===== src/inc/svm_pkg.sv =====
/*
 * svm_pkg: constants, register map and carrier types for the space
 * vector modulator.
 * assumes: 4.12 signed fixed point on the voltage references and one
 * compare count per pwm clock count.
 */
package svm_pkg;

    // fixed point formats
    localparam int REF_W = 16;              // 4.12 signed reference width
    localparam int FRAC_W = 12;             // fraction bits of 4.12
    localparam int TIME_W = 18;             // signed boundary time width
    localparam int CMP_W = 16;              // phase compare width
    localparam int DIV_W = 28;              // divider operand width

    // dc bus voltage, per unit, 4.12
    localparam logic signed [REF_W-1:0] BUS_VOLTAGE_PU = 16'sh1B8D;
    // pwm period in counts
    localparam logic [CMP_W-1:0] PWM_PERIOD_COUNT = 16'h03E8;
    // period over per unit bus voltage
    localparam logic signed [REF_W-1:0] BUS_INVERSE_SCALE = 16'sh0245;
    // sqrt3, sqrt3/2 and 3/2 in 4.12
    localparam logic signed [REF_W-1:0] SQRT3_Q12 = 16'sh1BB6;
    localparam logic signed [REF_W-1:0] HALF_SQRT3_Q12 = 16'sh0DDB;
    localparam logic signed [REF_W-1:0] THREE_HALF_Q12 = 16'sh1800;
    // scaled products carry two 4.12 fractions
    localparam int PROD_SHIFT = 24;
    localparam logic [CMP_W-1:0] HALF_PERIOD = 16'h01F4;

    // register byte offsets
    localparam logic [7:0] REG_CTRL = 8'h00;
    localparam logic [7:0] REG_ALPHA = 8'h04;
    localparam logic [7:0] REG_BETA = 8'h08;
    localparam logic [7:0] REG_STATUS = 8'h0C;
    localparam logic [7:0] REG_CMP12 = 8'h10;
    localparam logic [7:0] REG_CMP3 = 8'h14;

    // field positions
    localparam int CTRL_EN_BIT = 0;
    localparam int ST_SECTOR_LSB = 0;
    localparam int ST_BUSY_BIT = 4;
    localparam int ST_SAT_BIT = 5;
    localparam int ST_ZERO_BIT = 6;
    localparam int CMP_HI_LSB = 16;

    // axi responses
    localparam logic [1:0] RESP_OKAY = 2'h0;
    localparam logic [1:0] RESP_SLVERR = 2'h2;

    // three phase compares presented together
    typedef struct packed {
        logic [CMP_W-1:0] phase_one_compare;
        logic [CMP_W-1:0] phase_two_compare;
        logic [CMP_W-1:0] phase_three_compare;
    } svm_compare_s;

    // three on times
    typedef struct packed {
        logic [CMP_W-1:0] first;
        logic [CMP_W-1:0] second;
        logic [CMP_W-1:0] third;
    } svm_ontime_s;

    typedef enum logic [2:0] {
        ST_IDLE = 3'b000,
        ST_SELECT = 3'b001,
        ST_DIVIDE = 3'b010,
        ST_ONTIME = 3'b011,
        ST_LOAD = 3'b100
    } svm_state_e;

endpackage


===== src/hw/svm_divider.sv =====
/*
 * svm_divider: unsigned restoring divider, one quotient bit per clock.
 * assumes: start is a one cycle pulse while not busy; den is nonzero.
 */
`timescale 1ns/1ns
module svm_divider #(
    parameter int W = 28
) (
    input wire logic clock,           // system clock
    input wire logic rst_n,           // async reset, active low
    input wire logic start,           // pulse, latches operands
    input wire logic [W-1:0] num,     // dividend
    input wire logic [W-1:0] den,     // divisor
    output logic done,                // pulse, quotient valid
    output logic [W-1:0] quot         // quotient
);
    logic [W-1:0] rem_ff;
    logic [W-1:0] den_ff;
    logic [5:0] cnt_ff;
    logic busy_ff;
    logic done_ff;
    logic [W-1:0] quo_ff;
    logic [W-1:0] shifted;

    // partial remainder with next dividend bit
    assign shifted = {rem_ff[W-2:0], quo_ff[W-1]};

    // iteration registers
    always_ff @(posedge clock or negedge rst_n) begin
        if (!rst_n) begin
            rem_ff <= '0;
            den_ff <= '0;
            quo_ff <= '0;
            cnt_ff <= '0;
            busy_ff <= 1'b0;
            done_ff <= 1'b0;
        end else begin
            done_ff <= 1'b0;
            if (start) begin
                rem_ff <= '0;
                den_ff <= den;
                quo_ff <= num;
                cnt_ff <= 6'(W);
                busy_ff <= 1'b1;
            end else if (busy_ff) begin
                if (shifted >= den_ff) begin
                    rem_ff <= shifted - den_ff;
                    quo_ff <= {quo_ff[W-2:0], 1'b1};
                end else begin
                    rem_ff <= shifted;
                    quo_ff <= {quo_ff[W-2:0], 1'b0};
                end
                cnt_ff <= cnt_ff - 6'h01;
                if (cnt_ff == 6'h01) begin
                    busy_ff <= 1'b0;
                    done_ff <= 1'b1;
                end
            end
        end
    end

    assign done = done_ff;
    assign quot = quo_ff;
endmodule


===== src/hw/svm_top.sv =====
/*
 * svm_top: space vector modulator with an axi4-lite register slave.
 * takes alpha and beta voltage references, finds the sector, computes
 * and saturates the boundary times and loads three phase compares.
 * assumes: period_tick pulses once per pwm period from the pwm unit,
 * and the pwm unit takes compare_out when compare_load pulses.
 */
// Local design decisions: the AXI4-Lite slave port and the register addresses.
`timescale 1ns/1ns
module svm_top (
    input wire logic clock,                    // 125 mhz system clock
    input wire logic rst_n,                    // async reset, active low
    input wire logic period_tick,              // pwm period boundary pulse
    output svm_pkg::svm_compare_s compare_out, // phase compares, registered
    output logic compare_load,                 // pulse, new compares valid
    input wire logic [7:0] s_axi_awaddr,       // write address
    input wire logic s_axi_awvalid,            // write address valid
    output logic s_axi_awready,                // write address ready
    input wire logic [31:0] s_axi_wdata,       // write data
    input wire logic [3:0] s_axi_wstrb,        // write byte strobes
    input wire logic s_axi_wvalid,             // write data valid
    output logic s_axi_wready,                 // write data ready
    output logic [1:0] s_axi_bresp,            // write response
    output logic s_axi_bvalid,                 // write response valid
    input wire logic s_axi_bready,             // write response ready
    input wire logic [7:0] s_axi_araddr,       // read address
    input wire logic s_axi_arvalid,            // read address valid
    output logic s_axi_arready,                // read address ready
    output logic [31:0] s_axi_rdata,           // read data
    output logic [1:0] s_axi_rresp,            // read response
    output logic s_axi_rvalid,                 // read data valid
    input wire logic s_axi_rready              // read data ready
);
    import svm_pkg::*;

    // register file
    logic enable_ff;
    logic signed [REF_W-1:0] alpha_ff;
    logic signed [REF_W-1:0] beta_ff;
    // axi state
    logic aw_held_ff;
    logic w_held_ff;
    logic [7:0] awaddr_ff;
    logic [31:0] wdata_ff;
    logic [3:0] wstrb_ff;
    logic do_write;
    // datapath
    svm_state_e state_ff;
    logic signed [REF_W:0] ref1_ff;
    logic signed [REF_W:0] ref2_ff;
    logic signed [REF_W:0] ref3_ff;
    logic signed [TIME_W-1:0] x_ff;
    logic signed [TIME_W-1:0] y_ff;
    logic signed [TIME_W-1:0] z_ff;
    logic [2:0] sector_ff;
    logic [TIME_W-1:0] t1_ff;
    logic [TIME_W-1:0] t2_ff;
    logic sat_ff;
    svm_ontime_s on_ff;
    svm_compare_s compare_ff;
    logic compare_load_ff;
    // combinational helpers
    logic signed [47:0] k_alpha;
    logic signed [47:0] k_beta;
    logic signed [47:0] x_full;
    logic signed [47:0] y_full;
    logic signed [47:0] z_full;
    logic signed [47:0] r2_full;
    logic signed [TIME_W-1:0] t1_raw;
    logic signed [TIME_W-1:0] t2_raw;
    logic [TIME_W-1:0] t1_pos;
    logic [TIME_W-1:0] t2_pos;
    logic [TIME_W-1:0] t_sum;
    logic [2:0] sector;
    logic [TIME_W-1:0] t_rest;
    logic [TIME_W-1:0] ta;
    logic [DIV_W-1:0] den;
    logic [DIV_W-1:0] num1;
    logic [DIV_W-1:0] num2;
    logic [DIV_W-1:0] q1;
    logic [DIV_W-1:0] q2;
    logic div_start;
    logic div_done;
    logic [31:0] rd_word;
    logic rd_ok;

    // scaled references with period over bus voltage
    assign k_alpha = 48'(BUS_INVERSE_SCALE) * 48'(alpha_ff);
    assign k_beta = 48'(BUS_INVERSE_SCALE) * 48'(beta_ff);
    // X, Y, Z in counts with two fractions
    assign x_full = 48'(SQRT3_Q12) * k_beta;
    assign y_full = 48'(HALF_SQRT3_Q12) * k_beta
        + 48'(THREE_HALF_Q12) * k_alpha;
    assign z_full = 48'(HALF_SQRT3_Q12) * k_beta
        - 48'(THREE_HALF_Q12) * k_alpha;
    assign r2_full = 48'(SQRT3_Q12) * 48'(alpha_ff);

    // latch reference and scaled time terms at the period tick
    always_ff @(posedge clock or negedge rst_n) begin
        if (!rst_n) begin
            ref1_ff <= '0;
            ref2_ff <= '0;
            ref3_ff <= '0;
            x_ff <= '0;
            y_ff <= '0;
            z_ff <= '0;
        end else if (state_ff == ST_IDLE && period_tick && enable_ff) begin
            ref1_ff <= 17'(beta_ff);
            ref2_ff <= 17'((r2_full >>> FRAC_W) - 48'(beta_ff)) >>> 1;
            ref3_ff <= 17'((-(r2_full >>> FRAC_W)) - 48'(beta_ff)) >>> 1;
            x_ff <= TIME_W'(x_full >>> PROD_SHIFT);
            y_ff <= TIME_W'(y_full >>> PROD_SHIFT);
            z_ff <= TIME_W'(z_full >>> PROD_SHIFT);
        end
    end

    assign sector = {ref3_ff > 0, ref2_ff > 0, ref1_ff > 0};

    always_comb begin
        t1_raw = '0;
        t2_raw = '0;
        unique case (sector)
            3'h1: begin
                t1_raw = z_ff;
                t2_raw = y_ff;
            end
            3'h2: begin
                t1_raw = y_ff;
                t2_raw = -x_ff;
            end
            3'h3: begin
                t1_raw = -z_ff;
                t2_raw = x_ff;
            end
            3'h4: begin
                t1_raw = -x_ff;
                t2_raw = z_ff;
            end
            3'h5: begin
                t1_raw = x_ff;
                t2_raw = -y_ff;
            end
            3'h6: begin
                t1_raw = -y_ff;
                t2_raw = -z_ff;
            end
            3'h0, 3'h7: begin
                t1_raw = '0;
                t2_raw = '0;
            end
        endcase
    end

    // rounding can leave a tiny negative time; clamp it to zero
    assign t1_pos = t1_raw[TIME_W-1] ? '0 : TIME_W'(t1_raw);
    assign t2_pos = t2_raw[TIME_W-1] ? '0 : TIME_W'(t2_raw);
    assign t_sum = t1_pos + t2_pos;

    assign den = DIV_W'(t_sum);
    assign num1 = DIV_W'(t1_pos) * DIV_W'(PWM_PERIOD_COUNT);
    assign num2 = DIV_W'(t2_pos) * DIV_W'(PWM_PERIOD_COUNT);
    assign div_start = (state_ff == ST_SELECT)
        && (t_sum > TIME_W'(PWM_PERIOD_COUNT));

    svm_divider #(.W(DIV_W)) u_div_t1 (
        .clock(clock),
        .rst_n(rst_n),
        .start(div_start),
        .num(num1),
        .den(den),
        .done(div_done),
        .quot(q1)
    );

    svm_divider #(.W(DIV_W)) u_div_t2 (
        .clock(clock),
        .rst_n(rst_n),
        .start(div_start),
        .num(num2),
        .den(den),
        .done(),
        .quot(q2)
    );

    // sequencing, one pass per period tick
    always_ff @(posedge clock or negedge rst_n) begin
        if (!rst_n) begin
            state_ff <= ST_IDLE;
        end else begin
            unique case (state_ff)
                ST_IDLE: begin
                    if (period_tick && enable_ff) begin
                        state_ff <= ST_SELECT;
                    end
                end
                ST_SELECT: begin
                    state_ff <= div_start ? ST_DIVIDE : ST_ONTIME;
                end
                ST_DIVIDE: begin
                    if (div_done) begin
                        state_ff <= ST_ONTIME;
                    end
                end
                ST_ONTIME: state_ff <= ST_LOAD;
                ST_LOAD: state_ff <= ST_IDLE;
                default: state_ff <= ST_IDLE;
            endcase
        end
    end

    // hold times, replaced by scaled ones on saturation
    always_ff @(posedge clock or negedge rst_n) begin
        if (!rst_n) begin
            t1_ff <= '0;
            t2_ff <= '0;
            sector_ff <= '0;
            sat_ff <= 1'b0;
        end else if (state_ff == ST_SELECT) begin
            t1_ff <= t1_pos;
            t2_ff <= t2_pos;
            sector_ff <= sector;
            sat_ff <= div_start;
        end else if (state_ff == ST_DIVIDE && div_done) begin
            t1_ff <= TIME_W'(q1);
            t2_ff <= TIME_W'(q2);
        end
    end

    // on times from the final boundary times
    assign t_rest = TIME_W'(PWM_PERIOD_COUNT) - t1_ff - t2_ff;
    assign ta = t_rest >> 1;
    always_ff @(posedge clock or negedge rst_n) begin
        if (!rst_n) begin
            on_ff <= '0;
        end else if (state_ff == ST_ONTIME) begin
            on_ff.first <= CMP_W'(ta);
            on_ff.second <= CMP_W'(ta + t1_ff);
            on_ff.third <= CMP_W'(ta + t1_ff + t2_ff);
        end
    end

    // sector routing of on times onto the phases
    always_ff @(posedge clock or negedge rst_n) begin
        if (!rst_n) begin
            compare_ff <= {HALF_PERIOD, HALF_PERIOD, HALF_PERIOD};
        end else if (state_ff == ST_LOAD) begin
            unique case (sector_ff)
                3'h1: compare_ff <= {on_ff.second, on_ff.first, on_ff.third};
                3'h2: compare_ff <= {on_ff.first, on_ff.third, on_ff.second};
                3'h3: compare_ff <= {on_ff.first, on_ff.second, on_ff.third};
                3'h4: compare_ff <= {on_ff.third, on_ff.second, on_ff.first};
                3'h5: compare_ff <= {on_ff.third, on_ff.first, on_ff.second};
                3'h6: compare_ff <= {on_ff.second, on_ff.third, on_ff.first};
                3'h0, 3'h7: begin
                    compare_ff <= {HALF_PERIOD, HALF_PERIOD, HALF_PERIOD};
                end
            endcase
        end
    end

    // single load strobe for all three phases
    always_ff @(posedge clock or negedge rst_n) begin
        if (!rst_n) begin
            compare_load_ff <= 1'b0;
        end else begin
            compare_load_ff <= (state_ff == ST_LOAD);
        end
    end

    assign compare_out = compare_ff;
    assign compare_load = compare_load_ff;

    // axi write: address and data taken independently
    assign do_write = aw_held_ff && w_held_ff && !s_axi_bvalid;
    always_ff @(posedge clock or negedge rst_n) begin
        if (!rst_n) begin
            aw_held_ff <= 1'b0;
            w_held_ff <= 1'b0;
            awaddr_ff <= '0;
            wdata_ff <= '0;
            wstrb_ff <= '0;
            s_axi_awready <= 1'b0;
            s_axi_wready <= 1'b0;
            s_axi_bvalid <= 1'b0;
            s_axi_bresp <= RESP_OKAY;
        end else begin
            s_axi_awready <= !aw_held_ff && !(s_axi_awvalid && s_axi_awready);
            s_axi_wready <= !w_held_ff && !(s_axi_wvalid && s_axi_wready);
            if (s_axi_awvalid && s_axi_awready) begin
                aw_held_ff <= 1'b1;
                awaddr_ff <= s_axi_awaddr;
            end
            if (s_axi_wvalid && s_axi_wready) begin
                w_held_ff <= 1'b1;
                wdata_ff <= s_axi_wdata;
                wstrb_ff <= s_axi_wstrb;
            end
            if (do_write) begin
                aw_held_ff <= 1'b0;
                w_held_ff <= 1'b0;
                s_axi_bvalid <= 1'b1;
                s_axi_awready <= 1'b0;
                s_axi_wready <= 1'b0;
                case (awaddr_ff)
                    REG_CTRL, REG_ALPHA, REG_BETA: s_axi_bresp <= RESP_OKAY;
                    REG_STATUS, REG_CMP12, REG_CMP3: s_axi_bresp <= RESP_OKAY;
                    default: s_axi_bresp <= RESP_SLVERR;
                endcase
            end else if (s_axi_bvalid && s_axi_bready) begin
                s_axi_bvalid <= 1'b0;
            end
        end
    end

    // software written control and references, byte strobed
    always_ff @(posedge clock or negedge rst_n) begin
        if (!rst_n) begin
            enable_ff <= 1'b0;
            alpha_ff <= '0;
            beta_ff <= '0;
        end else if (do_write) begin
            if (awaddr_ff == REG_CTRL && wstrb_ff[0]) begin
                enable_ff <= wdata_ff[CTRL_EN_BIT];
            end
            if (awaddr_ff == REG_ALPHA) begin
                if (wstrb_ff[0]) alpha_ff[7:0] <= wdata_ff[7:0];
                if (wstrb_ff[1]) alpha_ff[15:8] <= wdata_ff[15:8];
            end
            if (awaddr_ff == REG_BETA) begin
                if (wstrb_ff[0]) beta_ff[7:0] <= wdata_ff[7:0];
                if (wstrb_ff[1]) beta_ff[15:8] <= wdata_ff[15:8];
            end
        end
    end

    // read decode
    always_comb begin
        rd_word = '0;
        rd_ok = 1'b1;
        case (s_axi_araddr)
            REG_CTRL: begin
                rd_word[CTRL_EN_BIT] = enable_ff;
                rd_word[CMP_HI_LSB +: REF_W] = BUS_VOLTAGE_PU;
            end
            REG_ALPHA: rd_word = 32'(alpha_ff);
            REG_BETA: rd_word = 32'(beta_ff);
            REG_STATUS: begin
                rd_word[ST_SECTOR_LSB +: 3] = sector_ff;
                rd_word[ST_BUSY_BIT] = (state_ff != ST_IDLE);
                rd_word[ST_SAT_BIT] = sat_ff;
                rd_word[ST_ZERO_BIT] = (sector_ff == 3'h0)
                    || (sector_ff == 3'h7);
            end
            REG_CMP12: begin
                rd_word[CMP_W-1:0] = compare_ff.phase_one_compare;
                rd_word[CMP_HI_LSB +: CMP_W] = compare_ff.phase_two_compare;
            end
            REG_CMP3: rd_word[CMP_W-1:0] = compare_ff.phase_three_compare;
            default: rd_ok = 1'b0;
        endcase
    end

    // axi read channel
    always_ff @(posedge clock or negedge rst_n) begin
        if (!rst_n) begin
            s_axi_arready <= 1'b0;
            s_axi_rvalid <= 1'b0;
            s_axi_rdata <= '0;
            s_axi_rresp <= RESP_OKAY;
        end else if (s_axi_arvalid && s_axi_arready) begin
            s_axi_arready <= 1'b0;
            s_axi_rvalid <= 1'b1;
            s_axi_rdata <= rd_word;
            s_axi_rresp <= rd_ok ? RESP_OKAY : RESP_SLVERR;
        end else if (s_axi_rvalid) begin
            if (s_axi_rready) begin
                s_axi_rvalid <= 1'b0;
            end
        end else begin
            s_axi_arready <= 1'b1;
        end
    end
endmodule


===== config.mk =====
export PLATFORM = sky130hd
export DESIGN_NAME = svm_top
export DESIGN_NICKNAME = d
export VERILOG_FILES = /design/src/inc/svm_pkg.sv /design/src/hw/svm_divider.sv /design/src/hw/svm_top.sv
export SDC_FILE = /design/constraint.sdc
export NUM_CORES = 2
export LEC_CHECK = 0
export BUFFER_PORTS_ARGS = -buffer_cell sky130_fd_sc_hd__buf_2
export CORE_AREA = 2 2 319 321
export DETAILED_ROUTE_END_ITERATION = 10
export DIE_AREA = 0 0 321 323
export GPL_TIMING_DRIVEN = 0
export PLACE_DENSITY_LB_ADDON = 0.1
export SYNTH_ARGS = -nofsm -noshare
export SYNTH_HDL_FRONTEND = slang
export SYNTH_SLANG_ARGS = --single-unit

===== constraint.sdc =====
create_clock -name clock -period 10.4 [get_ports clock]
set_clock_uncertainty 0.05 [all_clocks]
set_input_delay 2.08 -clock clock [delete_from_list [all_inputs] [get_ports clock]]
set_output_delay 2.08 -clock clock [all_outputs]
set_load 0.1 [all_outputs]

Word-level counts from Yosys, hierarchy flattened
Cells that the tools add are included.

Flip-flop bits (word level): 485. Bits of input ports: 60.

Add/sub/neg operators: 17. Multipliers: 8. $lt $le $gt $ge: 6. Equality and inequality tests: 33. Multiplexer cells: 60. Reductions and logical operators: 42.

Operator list (number): 48-bit one-hot mux with 7 select lines (1); 18-bit one-hot mux with 7 select lines (2); 27-bit two-way mux (6); 28-bit two-way mux (4); 17-bit two-way mux (6); 13-bit by 27-bit multiplier with 40-bit output (first input constant) (2); 16-bit one-hot mux with 4 select lines (1); 28-bit by 18-bit >= comparator with 1-bit output (2); 11-bit by 16-bit multiplier with 27-bit output (first input constant) (2); 18-bit negator (3); 27-bit by 18-bit subtractor with 27-bit output (2); 16-bit by 1-bit greater-than comparator with 1-bit output (second input constant) (3); 17-bit by 7-bit multiplier with 24-bit output (second input constant) (2); 40-bit by 41-bit adder with 42-bit output (1); 40-bit by 41-bit subtractor with 42-bit output (1); 9-bit one-hot mux with 4 select lines (1); 17-bit by 16-bit subtractor with 17-bit output (2); 16-bit adder (2); 8-bit by 4-bit == test with 1-bit output (second input constant) (4); 8-bit by 5-bit == test with 1-bit output (second input constant) (4); 3-bit by 27-bit multiplier with 30-bit output (first input constant) (1); 13-bit by 16-bit multiplier with 28-bit output (first input constant) (1); 3-bit == test (second input constant) (9); 1-bit two-way mux (26); 30 further kinds (78).

Logic depth before layout (Yosys ltp)
Word-level depth: 10. Gate-level depth with buffers: 48. Mapped depth without buffers: 48.

Modules after synthesis
A second synthesis with hierarchy kept.

Cells, all modules: 6346. Area, all modules: 57540.2 um^2.

By module, submodules not included: svm_top (instances 1, cells an instance 5121, area an instance 46458.3 um^2, sequential area each 8505.7 um^2); svm_divider at u_div_t2 (instances 1, cells an instance 620, area an instance 5609.1 um^2, sequential area each 2277.2 um^2); svm_divider at u_div_t1 (instances 1, cells an instance 605, area an instance 5472.7 um^2, sequential area each 2277.2 um^2).

Worst setup path before layout
Ideal clock, no wire load.

Kind: reg-to-reg. From: reg beta_ff[0]. To: reg z_ff[15]. Setup time: 0.069 ns. Data arrival time: 10.384 ns. Setup slack: -0.104 ns. Stages on the path, launching flop included: 45. Buffers on the path: 1. Period minus slack after synthesis: 10.504 ns. Path through: dfrtp_1 -> ha_1 -> inv_1 -> fa_1 -> inv_1 -> fa_1 -> ha_1 -> ha_1 -> o21a_1 -> o21ai_0 -> nor3_1 -> o21a_1 -> nor3_1 -> o21bai_1 -> a21oi_1 -> xnor2_1 -> ha_1 -> inv_1 -> [... 9 more ...] -> a2111oi_0 -> o21ai_0 -> a21boi_0 -> o21ai_0 -> nand2b_1 -> xor2_1 -> ha_1 -> clkbuf_1 -> inv_1 -> o21ai_0 -> a221oi_1 -> or4_1 -> a21oi_1 -> a2111oi_0 -> o311ai_0 -> nand2_1 -> or4_1 -> nand3_1.

Longest elaborated chain between the ends: 3.

RTL lines: from (decl) (line svm_top.sv:39) `logic signed [REF_W-1:0] beta_ff;`; from (signal assigned) (line svm_top.sv:330) `if (wstrb_ff[0]) beta_ff[7:0] <= wdata_ff[7:0];`; 11-bit by 16-bit multiplier with 27-bit output (line svm_top.sv:89) `assign k_beta = 48'(BUS_INVERSE_SCALE) * 48'(beta_ff);`; 13-bit by 27-bit multiplier with 40-bit output (line svm_top.sv:94) `assign z_full = 48'(HALF_SQRT3_Q12) * k_beta`; 40-bit by 41-bit subtractor with 42-bit output (line svm_top.sv:95) `- 48'(THREE_HALF_Q12) * k_alpha;`; to (signal assigned) (line svm_top.sv:113) `z_ff <= TIME_W'(z_full >>> PROD_SHIFT);`; to (decl) (line svm_top.sv:54) `logic signed [TIME_W-1:0] z_ff;`.

Every way passes these cells. A chain may end at the register's enable or synchronous reset.

Worst setup path in the final report
From: reg beta_ff[1]. To: reg z_ff[17].

Same word-level chain as after synthesis.

==> metrics.yaml <==
status: "complete, but fails checks"
violations: "setup timing"
synth_edf_count: 0
finalInstanceArea_um2: 61410
reg2reg_from: "beta_ff[1]"
grt_first_pass_wirelength_um: 261000
drv_slew: 0
drt-wirelength-per-cell_um: 21.62
crit_type: "reg2reg"
numCtsBuffers: 52
async_flop_share_pct: 100.0
vias: 45830
ff_latch_area_um2: 12110
dr.pass1.iters: 5
grt_overflow: 0
path_clk_slew_ps: 60
required_ps: 10900
mostFrequentLayoutCells: "inv_1 (812), ha_1 (691), nand2_1 (553)"
hold_class: "reg2reg"
antenna_left: 0
num_rows: 117
port_buffers: 129
clkLatencyLatePin_ps: 650
syn_area_per_cell_um2: 9.053
synth_cell_type_count: 86
grt_max_degree: 118
hold_viol_final: 0
ctsLongestPathBuffers: 3
floorplan.initialDensity_pct: 54.47
syn_inst: 6060
synth_flop_cell: "dfrtp_1"
timing.rr.end: "z_ff[17]"
antennaDiodeCount: 0
end_kind: "flop"
grt_util_met3_pct: 4.771
cp_common_cell: "ha_4"
layout_commonest_cell: "inv_1"
critPathLaunchType: "flop"
worstHoldStart: "aw_held_ff"
multi_input_area_um2: 40350
yosys_warnings: 0
ys_seq_elements: 482
fillCellCount: 8889
design.core.area_um2: 100700
gp_congestion: 0.9871
first_iter_violations: 3531
grt_usage_pct: 32.21
holdPathStages: 1
fin_nets: 7572
crit_fanout: 6
setup_viol: 6
drt-total-wl_um: 166300
arrival_ps: 11050
period_needed_ps: 10550
reg2reg_depth: 42
die_w_um: 321
gr-usage-met1_pct: 45.60
drive_gt1_share_pct: 10.92
post_dp_cell_area_um2: 57360
holdWs_ps: 408.6
h-tree-depth: 2
reg2reg_setup_slack_ps: -150
antenna_found_initial: 1
cts_hold_buf: 0
die_h_um: 323
top_usage_layer: "met2"
viasPerCell: 5.960
crit_path_max_incr_delay_ps: 550
crit_slowest_cell: "fa_2"
clock-sinks: 482
max_slew_margin_pct: 7.736
ios: 150
dp_hpwl_um: 131700
area_delta_synth_final_pct: 11.94
drc: 0
ys_seq_area_share_pct: 22.03
grt_pass1_vias: 45260
dieArea_um2: 103700
period_share_pct: 101.4
cts_tree: "done"
synth_area_um2: 54860
grtUsageMet2_pct: 51.27
postLayoutCoreUtil_pct: 60.97
fin_ws_ps: -150.6
tightestPinTransition_ps: 1384
drv_cap: 0
whs_endpoint: "s_axi_awready"
clock.fmax_mhz: 94.78
cts_root_buf: "clkbuf_16"
setup_tns_ps: -500.1
grt_setup_unrepaired: "yes"
[cells in the mapped netlist (88+ instances only)]
cell / number / area [um2]
a211oi_1: 88 / 660.6
a21o_1: 113 / 848.3
a21oi_1: 290 / 1451
clkbuf_1: 183 / 686.9
dfrtp_1: 464 / 11610
fa_1: 439 / 8788
ha_1: 734 / 9184
inv_1: 826 / 3100
nand2_1: 557 / 2091
nor2_1: 332 / 1246
nor3_1: 128 / 640.6
o21ai_0: 357 / 1787
xnor2_1: 268 / 2347
xor2_1: 120 / 1051
[worst max path at each step]
stage | from | to | slack, ps | cells after the start
final | beta_ff[1] | z_ff[17] | -150 | 42
after detailed placement | beta_ff[1] | z_ff[16] | -2420 | 43
after CTS | beta_ff[1] | z_ff[16] | -30 | 44
after global placement | rst_n | beta_ff[0] | -3650 | 1
after global routing | beta_ff[6] | z_ff[14] | -430 | 44
after floorplan | beta_ff[3] | z_ff[15] | 70 | 42
[metrics by stage]
stage,setup WS [ps],std cells
finish,-150.6,7690
CTS,-25.79,7669
global route,-429.0,7690
detailed placement,-2423,7508
global placement,-3645,7499
floorplan,69.22,6061
[flip-flops by register name, summed over array words and instances (netlist names), 27 cells and up]
register         count
s_axi_rdata         32
u_div_t1.rem_ff     27
compare_out         48
u_div_t2.rem_ff     27
u_div_t1.quot       28
u_div_t2.quot       28
on_ff               48
[routing by layer]
layer / up-vias / part of all wire, %
li1: 21400 / -
met1: 22750 / 45
met2: 1432 / 45
met3: 250 / 6.5
met4: 0 / 3.1
met5: - / 0
[repair_timing]
item | 4_1_cts | 5_1_grt
endpoints found under the hold margin | 0 | 0
buffers inserted | 73 | 24
pin swaps | 81 | 52
gates resized for setup | 208 | 101
setup endpoints to repair | 37 | 27
[kinds of logic (layout without fill, tap and decap cells)]
group	Yosys count	count (layout)	share of synthesized area [%]
DFF	482	482	22.03
other	1	2	0.006836
adders and majority gates	1173	1173	32.76
AOI/OAI and AO/OA	1454	1454	17.55
xor gates and xnor gates	388	388	6.194
muxes	134	134	2.591
buffers and inverters	1045	1365	7.214
and+or+nand+nor	1383	1383	11.66
[area by class of cell]
class	count	share of cell area, %
Inverter	832	5.094
Buffer	202	1.296
Clock buffer	70	2.408
Sequential cell	482	19.72
Clock inverter	26	0.5236
Timing Repair Buffer	235	2.581
Tap cell	1309	2.667
Multi-Input combinational cell	4534	65.71
[critical path, delay by kind of cell, from the launching register on]
| kind | cells | cell delay [ps] |
|---|---|---|
| compound gates | 16 | 2890 |
| xor+xnor | 2 | 450 |
| fa+ha+maj | 12 | 4510 |
| buf+inv | 7 | 560 |
| flops | 1 | 540 |
| simple gates | 5 | 1450 |
Power is left out: the tool's default activity adds up to more than one toggle a clock period on the data nets, which glitch-free logic cannot reach.
